**src/design/ppt_port.sv**
```systemverilog
/*
 * Port-level file of the parallel port; it holds no definitions, as the timing,
 * address and status logic lives in ppt_core. Assumes nothing of its surroundings.
 */

```
**src/design/ppt_pkg.sv**
```systemverilog
/*
 * Shared constants and types of the parallel port timing, address and status block.
 * Assumes a single 40 MHz system clock that also serves as the peripheral clock.
 */
package ppt_pkg;

    // ------------------------------------------------------------
    // Register map (word indices, byte address is four times)
    // ------------------------------------------------------------
    localparam int ADDR_W = 4;
    localparam logic [3:0] IDX_MODE = 4'h0;
    localparam logic [3:0] IDX_ADDR = 4'h1;
    localparam logic [3:0] IDX_PEN = 4'h2;
    localparam logic [3:0] IDX_STAT = 4'h3;
    localparam logic [3:0] IDX_CTRL = 4'h4;
    localparam logic [3:0] IDX_IBUF = 4'h5;
    localparam logic [3:0] IDX_OUTPUT_UNDERFLOW = 4'h6;

    // ------------------------------------------------------------
    // Field positions
    // ------------------------------------------------------------
    localparam int MODE_BUSY = 15;
    localparam int MODE_IRQ_LSB = 13;
    localparam int MODE_INC_LSB = 11;
    localparam int MODE_MODE_LSB = 8;
    localparam int MODE_SETUP_LSB = 6;
    localparam int MODE_STROBE_LSB = 2;
    localparam int MODE_HOLD_LSB = 0;
    localparam int ADDR_BIT14 = 14;
    localparam int STAT_IALL = 15;
    localparam int STAT_IOVF = 14;
    localparam int STAT_IFULL_LSB = 8;
    localparam int STAT_OALL = 7;
    localparam int STAT_OUNF = 6;
    localparam int CTRL_CSF_LSB = 6;
    localparam int CTRL_MUX_LSB = 11;

    // ------------------------------------------------------------
    // Masks and reset values
    // ------------------------------------------------------------
    localparam logic [31:0] MODE_WMASK = 32'h0000_7bff;
    localparam logic [31:0] ADDR_WMASK = 32'h0000_47ff;
    localparam logic [31:0] PEN_WMASK = 32'h0000_47ff;
    localparam logic [31:0] CTRL_WMASK = 32'h0000_18c0;
    localparam logic [10:0] STEP_MASK = 11'h7fc;
    localparam logic [3:0] OEMPTY_RST = 4'hf;
    localparam logic [3:0] IFULL_RST = 4'h0;
    localparam logic [1:0] CSF_CHIPSEL = 2'h2;
    localparam logic [1:0] IRQ_EACH = 2'h1;
    localparam logic [1:0] STEP_UP = 2'h1;
    localparam logic [1:0] STEP_DOWN = 2'h2;
    localparam logic [1:0] MUX_NONE = 2'h0;
    localparam logic [1:0] MODE_LEGACY = 2'h0;
    localparam logic [1:0] MODE_ENH = 2'h1;

    typedef enum logic [1:0] {
        PPT_SLAVE_LEGACY,
        PPT_SLAVE_ENH,
        PPT_MASTER_SPLIT,
        PPT_MASTER_COMBINED
    } ppt_mode_e;

    typedef enum {PPT_IDLE, PPT_ADDRPH, PPT_SETUP, PPT_STROBE, PPT_HOLD} ppt_state_e;

    // Register bus request
    typedef struct packed {
        logic [ADDR_W-1:0] addr;
        logic [31:0] wdata;
        logic wr;
        logic rd;
    } ppt_req_s;

    // External host access to a slave buffer
    typedef struct packed {
        logic wr;
        logic rd;
        logic [1:0] sel;
        logic [7:0] data;
    } ppt_host_s;

endpackage

```
**src/design/ppt_core.sv**
```systemverilog
/*
 * Parallel port master cycle timing, address register, pin functions and slave
 * buffer status. Assumes host strobes arrive from pins and are synchronised here.
 */

// Summary of operation
// - Strobe lasts strobe field plus one
// - Write hold lasts hold field plus one
// - Read hold lasts hold field cycles
// - Zero strobe field forces setup, hold defaults
// - Chip select bit never auto steps
// - Error interrupt ignores interrupt mode
// - Address bits 10..0, gaps read zero
// - Function 10: bit 14 drives chip select
// - Function 00/01: bit 14 is address
// - Bit 14 enable gives pin to port
// - Enables hand address pins 10..2 over
// - Pins 1..0 address or latch strobes
// - All-full flag set when every input full
// - Host overfill sets sticky overflow, error
// - Input full flags clear on read
// - All-empty flag, resets to one
// - Host empty read sets sticky underflow
// - Output empty flags clear on write
// - Status resets inputs zero, outputs one
// - Setup and address phase field plus one
// - Address steps up, down or holds
// - Mode 01 interrupts after each cycle
// - Mode field selects slave or master
module ppt_core #(
    parameter int NBUF = 4
) (
    // Clock and reset
    input wire logic clk_sys,
    input wire logic rst,
    // Register port
    input wire ppt_pkg::ppt_req_s busReq,
    output logic [31:0] busRdata,
    // Master cycle start from the rest of the port
    input wire logic cycleStart,
    input wire logic cycleIsWrite,
    // External host pins, slave modes
    input wire ppt_pkg::ppt_host_s hostPins,
    output logic [7:0] hostRdata,
    // Pins
    output logic [15:0] addrPinOut,
    output logic [15:0] addrPinOe,
    output logic strobeActive,
    output logic dataDrive,
    // Interrupts
    output logic portIrq,
    output logic portErrIrq
);

    // ------------------------------------------------------------
    // Registers
    // ------------------------------------------------------------
    logic [31:0] modeReg;
    logic [31:0] addrReg;
    logic [31:0] penReg;
    logic [31:0] ctrlReg;
    logic [NBUF-1:0] inFullReg;
    logic [NBUF-1:0] outEmptyReg;
    logic inOvfReg;
    logic outUnfReg;
    logic [7:0] inBuf [NBUF];
    logic [7:0] outBuf [NBUF];
    ppt_pkg::ppt_state_e stateReg;
    logic [3:0] cntReg;
    logic writeCycReg;
    logic busyReg;

    logic [1:0] setupF;
    logic [3:0] strobeF;
    logic [1:0] holdF;
    logic [1:0] stepSel;
    logic [1:0] irqSel;
    logic [1:0] csfSel;
    logic [1:0] muxSel;
    ppt_pkg::ppt_mode_e portMode;
    logic isMaster;
    logic csMode;
    logic cycleEnd;

    assign setupF = modeReg[ppt_pkg::MODE_SETUP_LSB +: 2];
    assign strobeF = modeReg[ppt_pkg::MODE_STROBE_LSB +: 4];
    assign holdF = modeReg[ppt_pkg::MODE_HOLD_LSB +: 2];
    assign stepSel = modeReg[ppt_pkg::MODE_INC_LSB +: 2];
    assign irqSel = modeReg[ppt_pkg::MODE_IRQ_LSB +: 2];
    assign csfSel = ctrlReg[ppt_pkg::CTRL_CSF_LSB +: 2];
    assign muxSel = ctrlReg[ppt_pkg::CTRL_MUX_LSB +: 2];
    assign portMode = ppt_pkg::ppt_mode_e'(modeReg[ppt_pkg::MODE_MODE_LSB +: 2]);
    assign isMaster = (portMode == ppt_pkg::PPT_MASTER_SPLIT)
        || (portMode == ppt_pkg::PPT_MASTER_COMBINED);
    assign csMode = (csfSel == ppt_pkg::CSF_CHIPSEL);

    function automatic logic isWrite(input ppt_pkg::ppt_req_s r, input logic [3:0] idx);
        isWrite = r.wr && (r.addr == idx);
    endfunction

    // ------------------------------------------------------------
    // Host pin synchronisers
    // ------------------------------------------------------------
    ppt_pkg::ppt_host_s hostMeta;
    ppt_pkg::ppt_host_s hostSync;
    ppt_pkg::ppt_host_s hostPrev;
    logic hostWrPulse;
    logic hostRdPulse;

    always_ff @(posedge clk_sys or posedge rst) begin
        if (rst) begin
            hostMeta <= '0;
            hostSync <= '0;
            hostPrev <= '0;
        end else begin
            hostMeta <= hostPins;
            hostSync <= hostMeta;
            hostPrev <= hostSync;
        end
    end

    // Edge detect on the second stage so each host strobe counts once
    assign hostWrPulse = hostSync.wr && !hostPrev.wr && !isMaster;
    assign hostRdPulse = hostSync.rd && !hostPrev.rd && !isMaster;

    // ------------------------------------------------------------
    // Master cycle sequencer
    // ------------------------------------------------------------
    logic [3:0] setupLen;
    logic [3:0] holdLen;
    logic needAddrPh;

    // Lengths minus one, so a phase lasts count plus one cycles
    always_comb begin
        setupLen = {2'b00, setupF};
        holdLen = writeCycReg ? {2'b00, holdF} : {2'b00, holdF} - 4'h1;
        if (strobeF == 4'h0) begin
            setupLen = 4'h0;
            holdLen = 4'h0;
        end
    end

    assign needAddrPh = (muxSel != ppt_pkg::MUX_NONE);
    assign cycleEnd = (stateReg == ppt_pkg::PPT_HOLD) && (cntReg == holdLen)
        || (stateReg == ppt_pkg::PPT_STROBE) && (cntReg == strobeF) && !writeCycReg
            && (strobeF == 4'h0 || holdF == 2'h0);

    always_ff @(posedge clk_sys or posedge rst) begin
        if (rst) begin
            stateReg <= ppt_pkg::PPT_IDLE;
            cntReg <= 4'h0;
            writeCycReg <= 1'b0;
        end else begin
            cntReg <= cntReg + 4'h1;
            unique case (stateReg)
                ppt_pkg::PPT_IDLE: begin
                    cntReg <= 4'h0;
                    if (cycleStart && isMaster) begin
                        writeCycReg <= cycleIsWrite;
                        stateReg <= needAddrPh ? ppt_pkg::PPT_ADDRPH : ppt_pkg::PPT_SETUP;
                    end
                end
                ppt_pkg::PPT_ADDRPH: begin
                    if (cntReg == setupLen) begin
                        cntReg <= 4'h0;
                        stateReg <= ppt_pkg::PPT_SETUP;
                    end
                end
                ppt_pkg::PPT_SETUP: begin
                    if (cntReg == setupLen) begin
                        cntReg <= 4'h0;
                        stateReg <= ppt_pkg::PPT_STROBE;
                    end
                end
                ppt_pkg::PPT_STROBE: begin
                    if (cntReg == strobeF) begin
                        cntReg <= 4'h0;
                        // Reads with zero hold finish with the strobe
                        stateReg <= cycleEnd ? ppt_pkg::PPT_IDLE : ppt_pkg::PPT_HOLD;
                    end
                end
                ppt_pkg::PPT_HOLD: begin
                    if (cntReg == holdLen) begin
                        cntReg <= 4'h0;
                        stateReg <= ppt_pkg::PPT_IDLE;
                    end
                end
            endcase
        end
    end

    always_ff @(posedge clk_sys or posedge rst) begin
        if (rst) begin
            busyReg <= 1'b0;
        end else begin
            busyReg <= (stateReg != ppt_pkg::PPT_IDLE && !cycleEnd)
                || (stateReg == ppt_pkg::PPT_IDLE && cycleStart && isMaster);
        end
    end

    assign strobeActive = (stateReg == ppt_pkg::PPT_STROBE);
    assign dataDrive = writeCycReg && (stateReg == ppt_pkg::PPT_SETUP
        || stateReg == ppt_pkg::PPT_STROBE || stateReg == ppt_pkg::PPT_HOLD);

    // ------------------------------------------------------------
    // Register writes and address stepping
    // ------------------------------------------------------------
    logic [10:0] stepped;

    always_comb begin
        stepped = addrReg[10:0];
        if (stepSel == ppt_pkg::STEP_UP) begin
            stepped = addrReg[10:0] + 11'h004;
        end else if (stepSel == ppt_pkg::STEP_DOWN) begin
            stepped = addrReg[10:0] - 11'h004;
        end
    end

    always_ff @(posedge clk_sys or posedge rst) begin
        if (rst) begin
            modeReg <= '0;
            addrReg <= '0;
            penReg <= '0;
            ctrlReg <= '0;
        end else begin
            if (isWrite(busReq, ppt_pkg::IDX_MODE)) begin
                modeReg <= busReq.wdata & ppt_pkg::MODE_WMASK;
            end
            if (isWrite(busReq, ppt_pkg::IDX_PEN)) begin
                penReg <= busReq.wdata & ppt_pkg::PEN_WMASK;
            end
            if (isWrite(busReq, ppt_pkg::IDX_CTRL)) begin
                ctrlReg <= busReq.wdata & ppt_pkg::CTRL_WMASK;
            end
            if (isWrite(busReq, ppt_pkg::IDX_ADDR)) begin
                addrReg <= busReq.wdata & ppt_pkg::ADDR_WMASK;
            end else if (cycleEnd) begin
                // Bits 10..2 form the counter; bits 1..0 stay put
                addrReg[10:0] <= (stepped & ppt_pkg::STEP_MASK)
                    | (addrReg[10:0] & ~ppt_pkg::STEP_MASK);
                if (!csMode && ^stepSel) begin
                    addrReg[ppt_pkg::ADDR_BIT14] <= ~addrReg[ppt_pkg::ADDR_BIT14]
                        ^ 1'b1 ^ (stepSel == ppt_pkg::STEP_UP ? &addrReg[10:2]
                        : ~|addrReg[10:2]);
                end
            end
        end
    end

    // ------------------------------------------------------------
    // Pin function
    // ------------------------------------------------------------
    always_comb begin
        addrPinOut = {1'b0, addrReg[14:0]};
        addrPinOe = {1'b0, penReg[14], 3'b000, penReg[10:2], 2'b00};
        addrPinOut[13:11] = 3'b000;
        // Chip select or address 14, as the function field picks
        addrPinOut[ppt_pkg::ADDR_BIT14] = addrReg[ppt_pkg::ADDR_BIT14];
        addrPinOe[1:0] = penReg[1:0];
        if (needAddrPh) begin
            // Latch strobes during the multiplexed address phase
            addrPinOut[1:0] = {2{stateReg == ppt_pkg::PPT_ADDRPH}};
        end
    end

    // ------------------------------------------------------------
    // Slave buffers and status
    // ------------------------------------------------------------
    logic [1:0] hostSel;
    logic [1:0] swSel;
    logic swInRead;
    logic swOutWrite;
    logic clrErr;

    assign hostSel = hostSync.sel;
    assign swSel = busReq.wdata[9:8];
    assign swInRead = busReq.rd && (busReq.addr == ppt_pkg::IDX_IBUF);
    assign swOutWrite = isWrite(busReq, ppt_pkg::IDX_OUTPUT_UNDERFLOW);
    assign clrErr = isWrite(busReq, ppt_pkg::IDX_STAT);

    always_ff @(posedge clk_sys or posedge rst) begin
        if (rst) begin
            inFullReg <= ppt_pkg::IFULL_RST;
            outEmptyReg <= ppt_pkg::OEMPTY_RST;
            inOvfReg <= 1'b0;
            outUnfReg <= 1'b0;
            for (int i = 0; i < NBUF; i++) begin
                inBuf[i] <= 8'h00;
                outBuf[i] <= 8'h00;
            end
        end else begin
            if (swInRead) begin
                inFullReg[busReq.wdata[1:0]] <= 1'b0;
            end
            if (swOutWrite) begin
                outBuf[swSel] <= busReq.wdata[7:0];
                outEmptyReg[swSel] <= 1'b0;
            end
            if (hostRdPulse && !outEmptyReg[hostSel]) begin
                outEmptyReg[hostSel] <= 1'b1;
            end
            if (hostWrPulse && !inFullReg[hostSel]) begin
                inBuf[hostSel] <= hostSync.data;
                inFullReg[hostSel] <= 1'b1;
            end
            // Clear by a zero write, but a same-cycle event wins
            if (clrErr && !busReq.wdata[ppt_pkg::STAT_IOVF]) begin
                inOvfReg <= 1'b0;
            end
            if (clrErr && !busReq.wdata[ppt_pkg::STAT_OUNF]) begin
                outUnfReg <= 1'b0;
            end
            if (hostWrPulse && inFullReg[hostSel]) begin
                inOvfReg <= 1'b1;
            end
            if (hostRdPulse && outEmptyReg[hostSel]) begin
                outUnfReg <= 1'b1;
            end
        end
    end

    always_ff @(posedge clk_sys or posedge rst) begin
        if (rst) begin
            hostRdata <= 8'h00;
        end else if (hostRdPulse) begin
            hostRdata <= outBuf[hostSel];
        end
    end

    // ------------------------------------------------------------
    // Interrupts
    // ------------------------------------------------------------
    always_ff @(posedge clk_sys or posedge rst) begin
        if (rst) begin
            portIrq <= 1'b0;
            portErrIrq <= 1'b0;
        end else begin
            portIrq <= cycleEnd && (irqSel == ppt_pkg::IRQ_EACH);
            // Error path does not look at the interrupt mode
            portErrIrq <= (hostWrPulse && inFullReg[hostSel])
                || (hostRdPulse && outEmptyReg[hostSel]);
        end
    end

    // ------------------------------------------------------------
    // Read data
    // ------------------------------------------------------------
    logic [31:0] statWord;

    always_comb begin
        statWord = '0;
        statWord[ppt_pkg::STAT_IALL] = &inFullReg;
        statWord[ppt_pkg::STAT_IOVF] = inOvfReg;
        statWord[ppt_pkg::STAT_IFULL_LSB +: NBUF] = inFullReg;
        statWord[ppt_pkg::STAT_OALL] = &outEmptyReg;
        statWord[ppt_pkg::STAT_OUNF] = outUnfReg;
        statWord[NBUF-1:0] = outEmptyReg;
    end

    always_ff @(posedge clk_sys or posedge rst) begin
        if (rst) begin
            busRdata <= '0;
        end else if (busReq.rd) begin
            unique case (busReq.addr)
                ppt_pkg::IDX_MODE: busRdata <= modeReg | ({31'h0, busyReg} << ppt_pkg::MODE_BUSY);
                ppt_pkg::IDX_ADDR: busRdata <= addrReg;
                ppt_pkg::IDX_PEN: busRdata <= penReg;
                ppt_pkg::IDX_STAT: busRdata <= statWord;
                ppt_pkg::IDX_CTRL: busRdata <= ctrlReg;
                ppt_pkg::IDX_IBUF: busRdata <= {24'h0, inBuf[busReq.wdata[1:0]]};
                default: busRdata <= '0;
            endcase
        end else begin
            busRdata <= '0;
        end
    end

endmodule

```
**config.mk**
```make
export PLATFORM = sky130hd
export DESIGN_NAME = ppt_core
export DESIGN_NICKNAME = d
export VERILOG_FILES = /design/src/design/ppt_port.sv /design/src/design/ppt_pkg.sv /design/src/design/ppt_core.sv
export SDC_FILE = /design/constraint.sdc
export NUM_CORES = 1
export LEC_CHECK = 0
export ABC_AREA = 1
export BUFFER_PORTS_ARGS = -buffer_cell sky130_fd_sc_hd__buf_4
export CORE_ASPECT_RATIO = 2
export CORE_MARGIN = 4
export CORE_UTILIZATION = 57
export CTS_BUF_LIST = sky130_fd_sc_hd__clkbuf_16
export DETAILED_ROUTE_END_ITERATION = 12
export PLACE_DENSITY = 0.77
export SYNTH_ARGS = -nofsm -noshare
export SYNTH_HDL_FRONTEND = slang
export SYNTH_SLANG_ARGS = --single-unit
```
**constraint.sdc**
```tcl
create_clock -name clk_sys -period 6.5 [get_ports clk_sys]
set_input_delay 0 -clock clk_sys [delete_from_list [all_inputs] [get_ports clk_sys]]
set_output_delay 0 -clock clk_sys [all_outputs]
set_load 0.1 [all_outputs]
```
# After elaboration in Yosys (flattened, before gate mapping)

Index checks and enable logic that the tools add are counted.

Divide/modulo/power cells: 0
$add $sub $neg: 4
Order comparisons: 11
Equal/unequal tests: 28
Shift-type cells: 0
Multipliers: 0
Mux-type cells: 56
Reduce and logical (&&, ||, !) cells: 71
Bitwise gates (word level): 12

Operators with widths:

| cell                    | number |
|---|---|
| $mux W32                | 6 |
| $pmux W32 S5            | 1 |
| $eq A32 B2 Y1 const B   | 3 |
| $eq A32 B3 Y1 const B   | 3 |
| $pmux W16 S6            | 1 |
| $bwmux W32              | 2 |
| $logic_not A32 Y1       | 2 |
| $mux W8                 | 6 |
| $mux W11                | 4 |
| $mux W4                 | 9 |
| $logic_and A1 B1 Y1     | 33 |
| $bmux W8 S2             | 2 |
| $demux W8 S2            | 2 |
| $eq A32 B1 Y1 const B   | 1 |
| $eq A32 B4 Y1 const B   | 1 |
| $reduce_bool A32 Y1     | 1 |
| $or A15 B16 Y16         | 1 |
| $pmux W4 S4             | 1 |
| $mux W1                 | 13 |
| $eq A4 B3 Y1 const B    | 3 |
| $eq A4 B4 Y1            | 3 |
| $add A11 B3 Y11 const B | 1 |
| $logic_not A1 Y1        | 11 |
| $or A11 B2 Y11          | 1 |
| other kinds (32)        | 71 |

Memory bits (writable): 0
Bits in read-only memories: 0
Logic and storage cells: 217
Bits of input ports: 54
Latch bits: 0
Memories: 0
Register bits after elaboration: 222

# Logic depth before layout (Yosys ltp)

Word-level depth: 9
Mapped depth: 13
Depth with buffers taken out: 13

# Least setup slack after synthesis

OpenSTA, ideal clock, no wires.

Kind: reg2out
Start: reg ctrlReg[11]
End: out addrPinOut[0]
Buffers on the path: 0
Stages on the path, launching flop included: 4
Path slack: 3831 ps
Arrival: 2669 ps
Cells stage by stage: dfrtp_1 -> nor2_1 -> inv_1 -> o21ai_0

Cells in the longest elaborated chain, start to end: 2

RTL lines:

| item                     | RTL line        | RTL |
|---|---|---|
| start: declaration       | ppt_core.sv:61  | `logic [31:0] ctrlReg;` |
| start signal: assignment | ppt_core.sv:233 | `ctrlReg <= busReq.wdata & ppt_pkg::CTRL_WMASK;` |
| $reduce_bool A2 Y1       | ppt_core.sv:143 | `assign needAddrPh = (muxSel != ppt_pkg::MUX_NONE);` |
| $mux W2                  | ppt_core.sv:260 | `if (needAddrPh) begin` |
| end: declaration         | ppt_core.sv:46  | `output logic [15:0] addrPinOut,` |

Every way passes these cells.

# Final worst setup path

Start: in busReq[37] (netlist name)
End: reg penReg[10]

Cells in the longest elaborated chain, start to end: 2

RTL lines:

| item                   | RTL line        | RTL |
|---|---|---|
| start: declaration     | ppt_core.sv:37  | `input wire ppt_pkg::ppt_req_s busReq,` |
| $eq A4 B2 Y1           | ppt_core.sv:98  | `isWrite = r.wr && (r.addr == idx);` |
| $logic_and A1 B1 Y1    | ppt_core.sv:98  |  |
| end signal: assignment | ppt_core.sv:230 | `penReg <= busReq.wdata & ppt_pkg::PEN_WMASK;` |
| end: declaration       | ppt_core.sv:60  | `logic [31:0] penReg;` |

Every way passes these cells.
A chain may end at the register's enable or synchronous reset.

==> impl_metrics.ini <==
[clock_tree]
htree_num_levels = 4
post-cts-setup-buffer-count = 0
cts.sinks = 177
cts_root_buf = clkbuf_16
clk_latency_ns = 0.43
clkTransAtPathRegs_ns = 0.07
clockBufferDepth = 2
cts_buffers = 17
cts_tree = built

[synthesis]
ys_ff_latch = 177
yosysWarnings = 0
seq_area_frac_synth = 0.5275
synthCells = 985
synth_edf_count = 0
synth_flop_cell = dfrtp_1
syn_area_um2 = 8407
synth_area_per_cell_um2 = 8.535
synth_cell_types = 42
synthArstFlopShare = 1.000

[final_layout]
design_area_um2 = 9933
fin_util = 0.6884
syn_to_final_growth_pct = 18.16
final_cell_mix = nand2_1, dfrtp_1, buf_4
final_common_cell = nand2_1
diodes = 0
layout-drive-gt1-share = 0.1510
nets = 1157

[drt]
first_pass_iters = 5
remaining_drc_errors = 0
wire_per_inst_um = 17.15
wl_met1_mm = 7.789
top_layer_used = met4
dr_wl_met3_mm = 1.081
drtIter0Drc = 444
wirelength_mm = 22.27
wl_met2_mm = 11.58
ant_nets = 0
vias = 7120
viasPerCell = 5.485

[timing]
setup_tns_ns = 0
post-route-period-util = 0.3791
finalHoldViolCount = 0
rsz0062_at_grt = false
layout_min_cycle_time_ns = 2.464
setup_viol = 0
hold_ws_ns = 0.04338
fmax_mhz = 405.9
slew_violations = 0
slew-limit-headroom = 0.3440
worstMarginPinSlew_ns = 0.9804
fin_skew_ns = 0.009261

[place]
dpl.hpwl_mm = 15.92
dpl_cell_area_um2 = 8967
gp_congestion = 0.9159
port_buffers = 88

[power_and_ir_drop]
ir_worst_vdd_mv = 0.3168
p_leak_nw = 5.043
power_density_nw_per_um2 = 385.2
power_mw = 3.827

[min_path]
hp-start = busReq[34]
hp-class = input pin to flop
worstHoldPathCells = 4

[global_routing]
first_global_vias = 7110
grt_pass1_wl_mm = 35.78
track_usage = 0.2756
grt-ovfl-total = 0
antenna_found_initial = 0
grt_max_degree = 100

[worst_setup_path]
ff2ff_path_depth = 6
crit_type = input pin to flop
critPathSlowestCell = nand2_1
crit_arrival_ns = 2.78
max_stage_delay_ns = 0.69
cp_max_fo = 23
crit_path_end_kind = flop
start_kind = input pin
rrSetupSlack_ns = 4.32
worstPathCellList = dlygate4sd3_1 > buf_4 > nor2_2 > inv_1 > nor2_1 > nand2_1 > mux2_2
startpoint = busReq[37]
reg2reg_from = stateReg[1]$_DFFE_PP0P_
critPathRequiredTime_ns = 6.81

[floorplanning]
die_area_um2 = 16870
core-area_um2 = 14430
die_y_um = 179.8
io_pins = 130
initial_utilization = 0.5826
rows = 62
die_x_um = 93.88

[status]
status = complete, no violations

[run]
drv_cap = 0
layer usage:
| metal | up-vias | GRT usage |
|---|---|---|
| met5 | - | 0 |
| met3 | 87 | 0.04393 |
| met4 | 0 | 0.2176 |
| met2 | 283 | 0.4685 |
| met1 | 3379 | 0.2941 |
| li1 | 3371 | - |
worst paths after layout:
check,to
max,penReg[10]$_DFFE_PP0P_
min,busRdata[13]$_DFF_PP0_
max reg2reg,writeCycReg$_DFFE_PP0P_
min reg2reg,hostSync[1]$_DFF_PP0_
max in group asynchronous,outBuf[29]$_DFFE_PP0P_
min in group asynchronous,busRdata[7]$_DFF_PP0_
state kept, by name, summed over array words and instances, names as in the netlist, 2 cells and up:
register / count
outBuf: 32
cntReg: 4
modeReg: 14
hostSel: 2
hostMeta: 12
inBuf: 32
stateReg: 3
outEmptyReg: 4
inFullReg: 4
busRdata: 16
hostSync: 10
penReg: 12
hostRdata: 8
addrReg: 12
hostPrev: 2
ctrlReg: 4
timing repair:
action,4_1_cts,5_1_grt
resized for setup,0,0
endpoints found under the hold margin,164,0
setup endpoints to repair,0,0
hold buffers,40,0
synth_stat cells, drive strengths merged (2+ instances only):
cell type,n,share of area
a211oi,2,0.0018
a21oi,13,0.0077
a221oi,6,0.0063
a22oi,17,0.015
buf,57,0.050
clkbuf,6,0.0028
dfrtp,173,0.51
dfstp,4,0.013
ha,9,0.013
inv,98,0.044
nand2,309,0.14
nand3,46,0.029
nand4,16,0.012
nor2,54,0.026
nor3,14,0.015
nor3b,2,0.0018
o211ai,2,0.0018
o21ai,134,0.083
o221ai,3,0.0031
o22ai,3,0.0022
o31ai,2,0.0018
xnor2,6,0.0063
xor2,2,0.0021
worst max-delay path: cells and delay by family:
kind                   cells  cell delay [ns]
muxes                      1             0.46
buffers and inverters      3             0.80
and+or+nand+nor            3             1.52
stage by stage:
stage / cells / setup WS [ns]
final: 1298 / 4.036
after global placement: 1227 / 4.222
after detailed placement: 1227 / 4.202
after global routing: 1298 / 3.830
after CTS: 1298 / 4.089
after floorplan: 1008 / 1.705
where the power goes:
| part | internal, mW | leakage (nW) | switching (mW) |
|---|---|---|---|
| Clock | 0.562 | 0.266 | 0.427 |
| Combinational | 0.361 | 2.53 | 1.00 |
| Sequential | 1.30 | 2.24 | 0.173 |
| Total | 2.22 | 5.04 | 1.60 |
logic make-up (layout without fill, tap and decap cells):
kind of cell	Yosys count	after routing	share of synthesized area
other	1	24	0.0004461
buffers and inverters	162	260	0.09734
xor gates and xnor gates	8	8	0.008335
adders and majority gates	9	9	0.01340
DFF	177	177	0.5275
and+or+nand+nor	441	441	0.2247
AOI/OAI and AO/OA	186	186	0.1270
muxes	1	1	0.001339
area by class of cell:
type	count	area [um^2]
tap	192	240.2
fill	1167	4496
clock inverter	14	140.1
timing repair buffer	130	1076
inverter	99	376.6
multi-input combinational	669	3241
clock buffer	17	425.4
sequential	177	4434
(Power assumes the default switching activity.)
